### src/hdl/status_group_pkg.sv
package status_group_pkg;

    localparam int          REG_W             = 16;
    localparam logic [15:0] WRITE_LIMIT_MASK  = 16'h7fff;   // values 0..32767 only
    // condition bit positions
    localparam int          DEV_SENSOR_BIT    = 1;
    localparam int          DEV_ERROR_BIT     = 3;
    localparam int          PQ_OVERLOAD_BIT   = 1;
    localparam int          PQ_ZERO_REQ_BIT   = 3;
    localparam int          PQ_INVALID_BIT    = 5;
    // reset values
    localparam logic [15:0] RST_ENABLE        = 16'h0000;
    localparam logic [15:0] RST_EVENT         = 16'h0000;
    localparam logic [15:0] RST_RISE_FILTER   = 16'h7fff;
    localparam logic [15:0] RST_FALL_FILTER   = 16'h0000;

    // register selectors of the command port
    typedef enum logic [2:0] {
        SEL_CONDITION = 3'h0,
        SEL_ENABLE    = 3'h1,
        SEL_EVENT     = 3'h2,
        SEL_FALL      = 3'h3,
        SEL_RISE      = 3'h4
    } reg_sel_t;

    // one host access: group 0 device, group 1 power questionable
    typedef struct packed {
        logic        valid;
        logic        write;
        logic        group;
        reg_sel_t    sel;
        logic [15:0] wdata;
    } host_req_t;

    typedef struct packed {
        logic        valid;
        logic [15:0] rdata;
    } host_rsp_t;

endpackage

### src/hdl/sensor_status_register_group.sv
`timescale 1ns/1ps
// Summary of operation
// - device condition bit 1 is high while a sensor is attached
// - device condition bit 3 is high while the sensor reports an error
// - condition register is read only; writes leave it unchanged
// - device enable mask is read/write and gates events into summary bit
// - masks and filters hold 0..32767; bit 15 never set
// - event register is read only; writes do nothing
// - reading the event register returns it and clears it
// - falling filter bit latches event on a one-to-zero condition change
// - rising filter bit latches event on a zero-to-one condition change
// - power group summary drives questionable bit 3, OR of enabled events
// - power condition: overload bit 1, zero-needed bit 3, invalid bit 5
////////////////////////////////////////////////////////////////////////////////

module status_group_unit
    import status_group_pkg::*;
(
    input  wire logic             sys_clk,
    input  wire logic             rst_n,
    input  wire logic [REG_W-1:0] cond,
    input  wire logic             wr_en,
    input  wire logic             rd_event,
    input  wire reg_sel_t         sel,
    input  wire logic [REG_W-1:0] wdata,
    output logic      [REG_W-1:0] enable_r,
    output logic      [REG_W-1:0] event_r,
    output logic      [REG_W-1:0] fall_r,
    output logic      [REG_W-1:0] rise_r,
    output logic                  summary
);
    logic [REG_W-1:0] cond_prev_r;
    logic [REG_W-1:0] hit;

    // previous condition for edge detection
    always_ff @(posedge sys_clk) begin
        if (!rst_n) begin
            cond_prev_r <= '0;
        end else begin
            cond_prev_r <= cond;
        end
    end

    // filtered transitions
    assign hit = (cond & ~cond_prev_r & rise_r)
               | (~cond & cond_prev_r & fall_r);

    // sticky event bits, a new hit wins over the read clear
    always_ff @(posedge sys_clk) begin
        if (!rst_n) begin
            event_r <= RST_EVENT;
        end else begin
            event_r <= (rd_event ? '0 : event_r) | hit;
        end
    end

    // writable masks, bit 15 forced low
    always_ff @(posedge sys_clk) begin
        if (!rst_n) begin
            enable_r <= RST_ENABLE;
            fall_r   <= RST_FALL_FILTER;
            rise_r   <= RST_RISE_FILTER;
        end else if (wr_en) begin
            case (sel)
                SEL_ENABLE: enable_r <= wdata & WRITE_LIMIT_MASK;
                SEL_FALL:   fall_r   <= wdata & WRITE_LIMIT_MASK;
                SEL_RISE:   rise_r   <= wdata & WRITE_LIMIT_MASK;
                default:    ;
            endcase
        end
    end

    assign summary = |(event_r & enable_r);
endmodule

////////////////////////////////////////////////////////////////////////////////

module sensor_status_register_group
    import status_group_pkg::*;
(
    input  wire logic      sys_clk,
    input  wire logic      rst_n,
    input  wire logic      sensor_present,
    input  wire logic      sensor_error,
    input  wire logic      input_overload,
    input  wire logic      zeroing_required,
    input  wire logic      data_invalid,
    input  wire host_req_t req,
    output host_rsp_t      rsp,
    output logic           device_summary,
    output logic           questionable_power_summary
);
    logic [REG_W-1:0] dev_cond;
    logic [REG_W-1:0] pq_cond;
    logic [REG_W-1:0] en   [2];
    logic [REG_W-1:0] ev   [2];
    logic [REG_W-1:0] fl   [2];
    logic [REG_W-1:0] rs   [2];
    logic [1:0]       sum;
    logic [REG_W-1:0] rd_nxt;
    host_rsp_t        rsp_r;

    // live condition words, bit 15 always zero
    always_comb begin
        dev_cond                  = '0;
        dev_cond[DEV_SENSOR_BIT]  = sensor_present;
        dev_cond[DEV_ERROR_BIT]   = sensor_error;
        pq_cond                   = '0;
        pq_cond[PQ_OVERLOAD_BIT]  = input_overload;
        pq_cond[PQ_ZERO_REQ_BIT]  = zeroing_required;
        pq_cond[PQ_INVALID_BIT]   = data_invalid;
    end

    // one unit per group
    for (genvar g = 0; g < 2; g++) begin : grp
        status_group_unit u_unit (
            .sys_clk  (sys_clk),
            .rst_n    (rst_n),
            .cond     (g == 0 ? dev_cond : pq_cond),
            .wr_en    (req.valid && req.write && req.group == 1'(g)),
            .rd_event (req.valid && !req.write && req.group == 1'(g)
                       && req.sel == SEL_EVENT),
            .sel      (req.sel),
            .wdata    (req.wdata),
            .enable_r (en[g]),
            .event_r  (ev[g]),
            .fall_r   (fl[g]),
            .rise_r   (rs[g]),
            .summary  (sum[g])
        );
    end

    // read mux
    always_comb begin
        case (req.sel)
            SEL_CONDITION: rd_nxt = req.group ? pq_cond : dev_cond;
            SEL_ENABLE:    rd_nxt = en[req.group];
            SEL_EVENT:     rd_nxt = ev[req.group];
            SEL_FALL:      rd_nxt = fl[req.group];
            SEL_RISE:      rd_nxt = rs[req.group];
            default:       rd_nxt = '0;
        endcase
    end

    // registered answer one cycle after a read
    always_ff @(posedge sys_clk) begin
        if (!rst_n) begin
            rsp_r <= '0;
        end else begin
            rsp_r.valid <= req.valid && !req.write;
            rsp_r.rdata <= (req.valid && !req.write) ? rd_nxt : rsp_r.rdata;
        end
    end

    assign rsp                        = rsp_r;
    assign device_summary             = sum[0];
    assign questionable_power_summary = sum[1];
endmodule

### config.mk
export PLATFORM = sky130hd
export DESIGN_NAME = sensor_status_register_group
export DESIGN_NICKNAME = d
export VERILOG_FILES = /design/src/hdl/status_group_pkg.sv /design/src/hdl/sensor_status_register_group.sv
export SDC_FILE = /design/constraint.sdc
export NUM_CORES = 1
export LEC_CHECK = 0
export BUFFER_PORTS_ARGS = -buffer_cell sky130_fd_sc_hd__buf_4
export CAP_MARGIN = 20
export CORE_ASPECT_RATIO = 0.8
export CORE_MARGIN = 5
export CORE_UTILIZATION = 40
export CTS_CLUSTER_SIZE = 10
export DETAILED_ROUTE_END_ITERATION = 6
export SETUP_SLACK_MARGIN = 0.4
export SLEW_MARGIN = 0
export SYNTH_ARGS = -nofsm -noshare
export SYNTH_HDL_FRONTEND = slang
export SYNTH_SLANG_ARGS = --single-unit
### constraint.sdc
create_clock -name sys_clk -period 4.2 [get_ports sys_clk]
set_clock_uncertainty 0.2 [all_clocks]
set_input_delay 0.21 -clock sys_clk [delete_from_list [all_inputs] [get_ports sys_clk]]
set_output_delay 0.21 -clock sys_clk [all_outputs]
set_load 0.02 [all_outputs]
# --- Word level (Yosys, flattened, before mapping) ---
# Index checks and enable logic that the tools add are counted.
word_totals:
  input_bits: 29
  out_inout_bits: 19
  regBits: 171
  word_cells: 73
classes:
  order_cmp: 1
  n_reduce_logical: 18
  n_eq_ne: 4
  bitwise: 20
  n_mux: 16
ops:
  columns: ["operator", "n"]
  rows:
  - ["two-way mux 16 bit", 11]
  - ["AND 16 x 15 -> 16 bit", 6]
  - ["one-hot mux 16 bit (5 select lines)", 1]
  - ["bitwise OR 16 bit", 4]
  - ["two-way mux 15 bit", 3]
  - ["AND 16 bit", 2]
  - ["NOT 16 bit", 2]
  - ["OR reduction 16 bit", 2]
  - ["AND 4 x 16 -> 16 bit", 1]
  - ["AND 6 x 16 -> 16 bit", 1]
  - ["NOT 4 -> 16 bit", 1]
  - ["NOT 6 -> 16 bit", 1]
  - ["AND reduction 2 bit", 6]
  - ["logical AND 1 bit", 8]
  - ["equality test 3 x 2 -> 1 bit, second input constant", 2]
  - ["two-way mux 6 bit", 1]
  - ["equality test 3 x 1 -> 1 bit, second input constant", 1]
  - ["equality test 3 bit, second input constant", 1]
  - ["zero test 3 bit", 1]
  - [">= comparator 2 bit, second input constant", 1]
  - ["NOT 1 -> 2 bit", 1]
  - ["zero test 1 bit", 1]
  - ["NOT 1 bit", 1]

# --- Depth between registers and ports, before layout ---
# Gate-level depths: netlist of run 1.
depth:
  word_depth: 6
  mapped_depth: 7
  mapped_depth_nobuf: 4

# --- Cells and area by module ---
# Synthesis of run 1 repeated with hierarchy kept, for this count alone.
hier_totals:
  cells_unflattened: 876
  hier_area_um2: 7719.9
modules_own_cells:
  columns: ["mod", "area_per_inst_um2", "n_inst", "seq_area_each_um2", "cells_each"]
  rows:
  - ["status_group_unit", 3035.4, 2, 1501.4, 336]
  - ["sensor_status_register_group", 1649.1, 1, 340.3, 204]

# --- Worst setup path after synthesis of run 1 ---
# No wires, ideal clock.
synth_timing:
  path_type: "input to register"
  from: "input req[17] (netlist bit)"
  to: "register grp[0].u_unit.enable_r[10]"
  t_required_ns: 3.884
  arrival_ns: 1.315
  setup_slack_ns: 2.568
  path_buffers: 3
  path_stages: 7
  setup_time_ns: 0.116
  path_cell_list: "or3b_1 buf_2 or2_1 buf_2 buf_6 nand2_1 a21boi_1"
synth_between:
  elab_chain_len: 2
synth_lines:
  columns: ["element", "line_no", "source"]
  rows:
  - ["start, declared", "sensor_status_register_group.sv:88", "input wire host_req_t req,"]
  - ["equality test 3 x 1 -> 1 bit", "sensor_status_register_group.sv:64", "case (sel)"]
  - ["AND reduction 2 bit (no source line)", null, null]
  - ["end signal, assigned", "sensor_status_register_group.sv:65", "SEL_ENABLE: enable_r <= wdata & WRITE_LIMIT_MASK;"]
  - ["end, declared", "sensor_status_register_group.sv:26", "output logic [REG_W-1:0] enable_r,"]
# No other way between the ends.
# A chain may end at the register's enable or synchronous reset.

# --- Final worst setup path of run 1 ---
layout_timing:
  from: "input req[17] (netlist bit)"
  to: "register grp[0].u_unit.enable_r[3]"
# Same word-level chain as after synthesis.

==> results of run 1 <==
cells in the final DEF, fill, tap and decap left out, types with 17 or more instances in the layout:
| master | Yosys | layout |
|---|---|---|
| nand3_1 | 32 | 32 |
| mux2i_1 | 41 | 41 |
| o21ai_0 | 20 | 20 |
| nand2_1 | 202 | 202 |
| dfxtp_1 | 116 | 116 |
| a21boi_0 | 22 | 22 |
| a21boi_1 | 40 | 40 |
| clkbuf_16 | 0 | 17 |
| nor2_1 | 23 | 23 |
| buf_4 | 4 | 51 |
| dlygate4sd3_1 | 0 | 20 |
power by group through the flow:
stage          clock [W]  combinational [W]  sequential, W
2_1_floorplan          0          0.0000958        0.00115
3_3_place_gp           0           0.000158        0.00115
3_5_place_dp           0           0.000161        0.00115
4_1_cts          0.00142           0.000176        0.00113
5_1_grt          0.00149           0.000191        0.00113
6_report         0.00140           0.000176        0.00113
logic make-up after synthesis:
kind of cell,after synthesis,synth area share [%]
simple gates,297,25.2
flops,116,45.5
other cells,1,0.0735
mux,47,9.59
buf+inv,48,4.59
compound gates,113,15.0
registers in the layout, summed over array words and instances (netlist names):
register                flops
rsp                        16
grp.u_unit.cond_prev_r      5
grp.u_unit.fall_r          30
grp.u_unit.enable_r        30
grp.u_unit.event_r          5
grp.u_unit.rise_r          30
stage by stage:
stage,total power (W),hold slack (ns),instances
after floorplan,0.00125,0.132,622
after global placement,0.00131,0.236,799
after detailed placement,0.00131,0.241,799
after CTS,0.00272,0.00121,851
after global routing,0.00281,0.0340,851
final,0.00271,0.0124,851
worst max-delay path, delay by kind of cell:
kind | cells | cell delay, ns
and+or+nand+nor | 3 | 1.69
AOI/OAI and AO/OA | 1 | 0.19
buffers and inverters | 1 | 0.16
synthesized netlist by cell type (5+ instances only):
| master | number |
|---|---|
| nand3_1 | 32 |
| mux2_2 | 5 |
| a21boi_0 | 22 |
| nor2b_1 | 5 |
| dfxtp_1 | 116 |
| nand3b_1 | 7 |
| a21oi_1 | 8 |
| nand2_1 | 202 |
| nor2_1 | 23 |
| clkbuf_1 | 19 |
| mux2i_1 | 41 |
| buf_2 | 19 |
| o22ai_1 | 14 |
| o21ai_0 | 20 |
| a21boi_1 | 40 |
| and2_1 | 7 |
| or2_1 | 5 |
per-layer routing:
layer	part of all wire (%)	up-vias
li1	-	2168
met1	47	2057
met2	46	139
met3	6.3	16
met4	1.3	0
met5	0	-
timing repair:
action / CTS / global route
hold endpoints to repair: 95 / 0
hold buffers: 20 / 0
resized for setup: 0 / 0
layout make-up:
cell class                      count  area [um2]
Timing Repair Buffer               71         583
Clock inverter                     11         108
Sequential cell                   116        2320
Fill cell                        1175        6090
Inverter                            3        11.3
Multi-Input combinational cell    458        2540
Clock buffer                       21         470
Tap cell                          171         214
path summary, 6_finish.rpt:
check / from / end / slack [ns] / cells past startpoint
max: req[17] / grp[0].u_unit.enable_r[3] / 2.06 / 5
min: req[20] / rsp[16] / 0.01 / 3
min reg2reg: grp[0].u_unit.fall_r[11] / grp[0].u_unit.fall_r[11] / 0.25 / 2
max reg2reg: grp[0].u_unit.rise_r[3] / rsp[3] / 2.53 / 4
==> insert_results.sql, run 1 <==
INSERT INTO impl_metrics (metric_group, metric, value, unit) VALUES
('critical_path', 'setup.worst_path.end_class', 'flip-flop', ''),
('floorplanning', 'core_area', '0.0123', 'mm2'),
('route', 'routed_via_density', '5.15', ''),
('cts', 'cts_max_path_buffers', '2', ''),
('yosys', 'synth.distinct_cells', '37', ''),
('route', 'drt-initial-drc-count', '313', ''),
('sta', 'period_share', '51.0', '%'),
('route', 'route.detailed.wl_per_inst', '16.3', 'um'),
('power_and_ir_drop', 'switching_power', '0.000600', 'W'),
('sta', 'final_sum_of_negative_setup_slack', '0', 'ns'),
('layout', 'layout-area-overhead-vs-synth', '22.6', '%'),
('floorplanning', 'chipHeight', '111', 'um'),
('power_and_ir_drop', 'powerDensity', '433', 'mW/mm2'),
('sta', 'final-max-slew-violation-count', '0', ''),
('critical_path', 'crit_path_top_delay_cell', 'nor2_2', ''),
('global_routing', 'grt.busiest_layer', 'met2', ''),
('route', 'routed_wirelength', '13900', 'um'),
('cts', 'clk_latency', '0.41', 'ns'),
('yosys', 'synth_edf_count', '0', ''),
('cts', 'clock-root-buffer', 'clkbuf_16', ''),
('power_and_ir_drop', 'power.share.clock', '51.8', '%'),
('critical_path', 'largest_stage_delay_on_the_critical_path', '0.83', 'ns'),
('cts', 'tritoncts.num_buffers', '17', ''),
('route', 'route.vias.total', '4380', ''),
('global_routing', 'globalRouteOverflowTotal', '0', ''),
('sta', 'rsz0062_at_grt', 'no', ''),
('power_and_ir_drop', 'internal_dissipation', '0.00211', 'W'),
('layout', 'post_route_cells_drive_above_1_share', '14.1', '%'),
('cts', 'postCtsSetupRepairBufs', '0', ''),
('global_routing', 'met3_layer_usage_reported_by_global_route', '4.54', '%'),
('critical_path', 'arrival_time_worst_endpoint', '2.27', 'ns'),
('yosys', 'synth_top_area_share', '45.5', '%'),
('layout', 'antenna_cells', '0', ''),
('floorplanning', 'design.die.area', '0.0151', 'mm2'),
('floorplanning', 'num_rows', '36', ''),
('run', 'maxCapViolCount', '0', ''),
('hold_path', 'timing.hold.worst.class', 'in2reg', ''),
('global_routing', 'grt_use_total', '19.1', '%'),
('yosys', 'largest_area_contributor_in_the_netlist', 'dfxtp_1', ''),
('global_routing', 'grt_first_pass_wirelength', '22300', 'um'),
('sta', 'final-hold-violation-count', '0', ''),
('yosys', 'yosysSeqAreaShare', '45.5', '%'),
('place', 'postPlaceCellArea', '0.00547', 'mm2'),
('place', 'place.detailed.hpwl', '8740', 'um'),
('power_and_ir_drop', 'combinationalPowerShare', '6.5', '%'),
('route', 'remaining_drc_errors', '0', ''),
('yosys', 'mappedNetlistNets', '651', ''),
('sta', 'tightest_slew', '0.914', 'ns'),
('layout', 'postLayoutCellArea', '0.00625', 'mm2'),
('global_routing', 'gr-usage-met1', '26.3', '%'),
('floorplanning', 'start_util', '41.3', '%'),
('route', 'drt-pass1-iter-count', '5', ''),
('cts', 'path_clk_slew', '0.05', 'ns'),
('sta', 'post-route-min-period', '2.14', 'ns'),
('critical_path', 'timing.critical_path.fanout_max', '18', ''),
('sta', 'timing.fmax', '0.467', 'GHz'),
('yosys', 'post_synth.cell_area_avg', '8.20', 'um2'),
('power_and_ir_drop', 'power_leakage', '2.47', 'nW'),
('yosys', 'synthesis.area', '0.00510', 'mm2'),
('global_routing', 'use_met2', '29.7', '%'),
('yosys', 'async_flop_share', '0', '%'),
('run_status', 'status', 'complete, no violations', ''),
('place', 'gpl.final_weighted_congestion', '0.781', ''),
('yosys', 'syn-instance-count', '622', ''),
('yosys', 'netlist_top_cells_area', 'dfxtp_1 46%, nand2_1 15%, mux2i_1 8.0%', ''),
('global_routing', 'antenna_found_initial', '0', ''),
('sta', 'setup-violations-final', '0', ''),
('cts', 'h-tree-depth', '4', ''),
('sta', 'layout_setup_ws', '2.06', 'ns'),
('route', 'final_antenna_net_count', '0', ''),
('floorplanning', 'fp.dieW', '136', 'um');
Note: power is estimated with default switching activity, not from simulation.
==> inputs of run 2 (changes only) <==
==> constraint.sdc (replaced) <==
create_clock -name sys_clk -period 2.12 [get_ports sys_clk]
set_clock_uncertainty 0.2 [all_clocks]
set_input_delay 0.106 -clock sys_clk [delete_from_list [all_inputs] [get_ports sys_clk]]
set_output_delay 0.106 -clock sys_clk [all_outputs]
set_load 0.02 [all_outputs]
==> insert_results.sql, run 2 (synthesis results as in run 1) <==
INSERT INTO impl_metrics (metric_group, metric, value, unit) VALUES
('critical_path', 'timing.reg2reg.worst_path_depth', '4', ''),
('sta', 'hold_slack', '0.0306', 'ns'),
('place', 'placedCellCount', '821', ''),
('critical_path', 'timing.critical_path.required', '1.81', 'ns'),
('sta', 'rsz0062_at_grt', 'no', ''),
('global_routing', 'globalRouteOverflowTotal', '0', ''),
('power_and_ir_drop', 'power_leakage', '2.59', 'nW'),
('layout', 'antenna_cells', '0', ''),
('layout', 'post_route_cells_drive_above_1_share', '16.0', '%'),
('route', 'final_antenna_net_count', '0', ''),
('global_routing', 'grt_first_pass_wirelength', '22500', 'um'),
('critical_path', 'r2r-start', 'grp[0].u_unit.rise_r[1]', ''),
('floorplanning', 'pin_count', '48', ''),
('cts', 'h-tree-depth', '4', ''),
('global_routing', 'pin_count_of_the_biggest_net_entering_global_routing', '101', ''),
('route', 'route.detailed.wl_per_inst', '16.2', 'um'),
('sta', 'tightest_slew', '0.848', 'ns'),
('cts', 'clkSinkCount', '116', ''),
('critical_path', 'setup.worst_path.end_class', 'output pin', ''),
('critical_path', 'largest_stage_delay_on_the_critical_path', '0.32', 'ns'),
('hold_path', 'hold-path-cell-count', '5', ''),
('route', 'remaining_drc_errors', '0', ''),
('sta', 'layout_setup_ws', '0.527', 'ns'),
('layout', 'layout_top_registers', 'grp.u_unit.enable_r: 30 flops, grp.u_unit.fall_r: 30 flops, grp.u_unit.rise_r: 30 flops', ''),
('power_and_ir_drop', 'vdd.ir_drop.worst', '547', 'uV'),
('place', 'preCtsSetupSlack', '0.238', 'ns'),
('sta', 'slew_headroom', '43.5', '%'),
('sta', 'final-max-slew-violation-count', '0', ''),
('floorplanning', 'chipHeight', '111', 'um'),
('layout', 'layout-area-overhead-vs-synth', '26.9', '%'),
('cts', 'postCtsSetupRepairBufs', '0', ''),
('place', 'postPlaceCellArea', '0.00565', 'mm2'),
('cts', 'cts_max_path_buffers', '2', ''),
('sta', 'final-hold-violation-count', '0', ''),
('sta', 'timing.fmax', '0.628', 'GHz'),
('place', 'place.detailed.hpwl', '9440', 'um'),
('floorplanning', 'core_area', '0.0123', 'mm2'),
('floorplanning', 'fp.dieW', '136', 'um'),
('global_routing', 'number_of_global_route_vias_before_repair', '4283', ''),
('sta', 'post-route-min-period', '1.59', 'ns'),
('sta', 'setup-violations-final', '0', ''),
('cts', 'path_clk_slew', '0.05', 'ns'),
('cts', 'tritoncts.num_buffers', '17', ''),
('critical_path', 'worst_r2r_endpoint', 'rsp[1]', ''),
('global_routing', 'grt_use_total', '19.4', '%'),
('power_and_ir_drop', 'powerDensity', '833', 'mW/mm2'),
('global_routing', 'antenna_found_initial', '0', ''),
('layout', 'multiInputGateArea', '0.00255', 'mm2'),
('route', 'drt-pass1-iter-count', '7', ''),
('critical_path', 'arrival_time_worst_endpoint', '1.29', 'ns'),
('layout', 'postLayoutCellArea', '0.00647', 'mm2'),
('floorplanning', 'num_rows', '36', ''),
('route', 'routed_via_density', '5.17', ''),
('hold_path', 'timing.hold.worst.class', 'in2reg', ''),
('critical_path', 'crit_path_top_delay_cell', 'dfxtp_1', ''),
('layout', 'layout_commonest_cell', 'nand2_1', ''),
('layout', 'num-nets-final', '722', ''),
('cts', 'tritoncts', 'yes', ''),
('place', 'io_buffers', '45', ''),
('run', 'maxCapViolCount', '0', ''),
('route', 'drt-initial-drc-count', '360', ''),
('critical_path', 'sort_of_element_at_the_start_of_the_critical_path', 'flip-flop', ''),
('floorplanning', 'start_util', '41.3', '%'),
('run_status', 'status', 'complete, no violations', ''),
('floorplanning', 'design.die.area', '0.0151', 'mm2'),
('cts', 'clock-root-buffer', 'clkbuf_16', ''),
('route', 'route.vias.total', '4525', ''),
('critical_path', 'criticalPathCategory', 'reg2out', ''),
('hold_path', 'worstHoldStart', 'req[21]', ''),
('layout', 'fillCellCount', '1159', ''),
('critical_path', 'reg2reg_slack', '0.70', 'ns'),
('layout', 'register_area', '0.00232', 'mm2'),
('route', 'routed_wirelength', '14200', 'um'),
('place', 'gpl.final_weighted_congestion', '0.800', ''),
('critical_path', 'cp_cell_sequence', 'a222oi_1, inv_1, buf_4', ''),
('hold_path', 'hold-path-endpoint', 'rsp[5]', ''),
('sta', 'final_sum_of_negative_setup_slack', '0', 'ns'),
('layout', 'most-common-layout-cells', '202 x nand2_1, 116 x dfxtp_1, 71 x buf_4', ''),
('layout', 'layout.cells.non_filler', '876', ''),
('critical_path', 'timing.critical_path.fanout_max', '3', ''),
('cts', 'clk_latency', '0.42', 'ns'),
('sta', 'period_share', '75.2', '%');
[run 2: cell types whose count changed in the layout (fill, tap and decap cells not counted), sizes merged]
cell,change
buf,+22
clkbuf,+6
clkinv,-6
clkinvlp,-1
dlygate4sd3,+4
[run 2: layout make-up]
class / count / share of cell area (%)
sequential: 116 / 35.9
multi-input combinational: 458 / 39.3
clock buffer: 27 / 7.77
inverter: 3 / 0.174
tap: 171 / 3.31
clock inverter: 4 / 1.08
timing repair buffer: 97 / 12.4
[run 2: power breakdown]
part           switching [W]  leakage (nW)  internal [W]
clock network       0.000938         0.281       0.00184
logic               0.000201          1.37      0.000172
registers          0.0000198         0.940       0.00222
total                0.00116          2.59       0.00423
[run 2: worst max path at each step]
stage | start | endpoint | slack, ns | depth (start not counted)
6_report | grp[1].u_unit.event_r[1] | questionable_power_summary | 0.53 | 3
5_1_grt | grp[1].u_unit.event_r[1] | questionable_power_summary | 0.40 | 3
4_1_cts | req[20] | rsp[16] | 0.48 | 5
3_5_place_dp | req[16] | grp[0].u_unit.enable_r[14] | 0.24 | 5
3_3_place_gp | req[16] | grp[0].u_unit.enable_r[2] | 0.27 | 5
2_1_floorplan | req[17] | grp[0].u_unit.enable_r[10] | 0.59 | 7
[run 2: critical path, delay by kind of cell (launching register included)]
kind,cells,cell delay [ns]
AOI/OAI and AO/OA,1,0.32
buffers and inverters,2,0.24
DFF,1,0.32
[run 2: metal layers]
layer,track usage (%),share of wire (%),wire length [um]
met1,28.3,50,7090
met2,27.3,44,6180
met3,4.04,4.9,699
met4,8.39,1.4,202
met5,0,0,0
[run 2: timing repair]
item / CTS / global route
hold endpoints to repair: 102 / 0
setup endpoints to repair: 0 / 58
hold buffers: 24 / 0
gates resized for setup: 0 / 2
[run 2: through the flow]
step	power (W)	util, %
2_1_floorplan	0.00247	-
3_3_place_gp	0.00261	45.8
3_5_place_dp	0.00262	45.8
4_1_cts	0.00543	52.4
5_1_grt	0.00557	52.4
6_report	0.00539	52.4
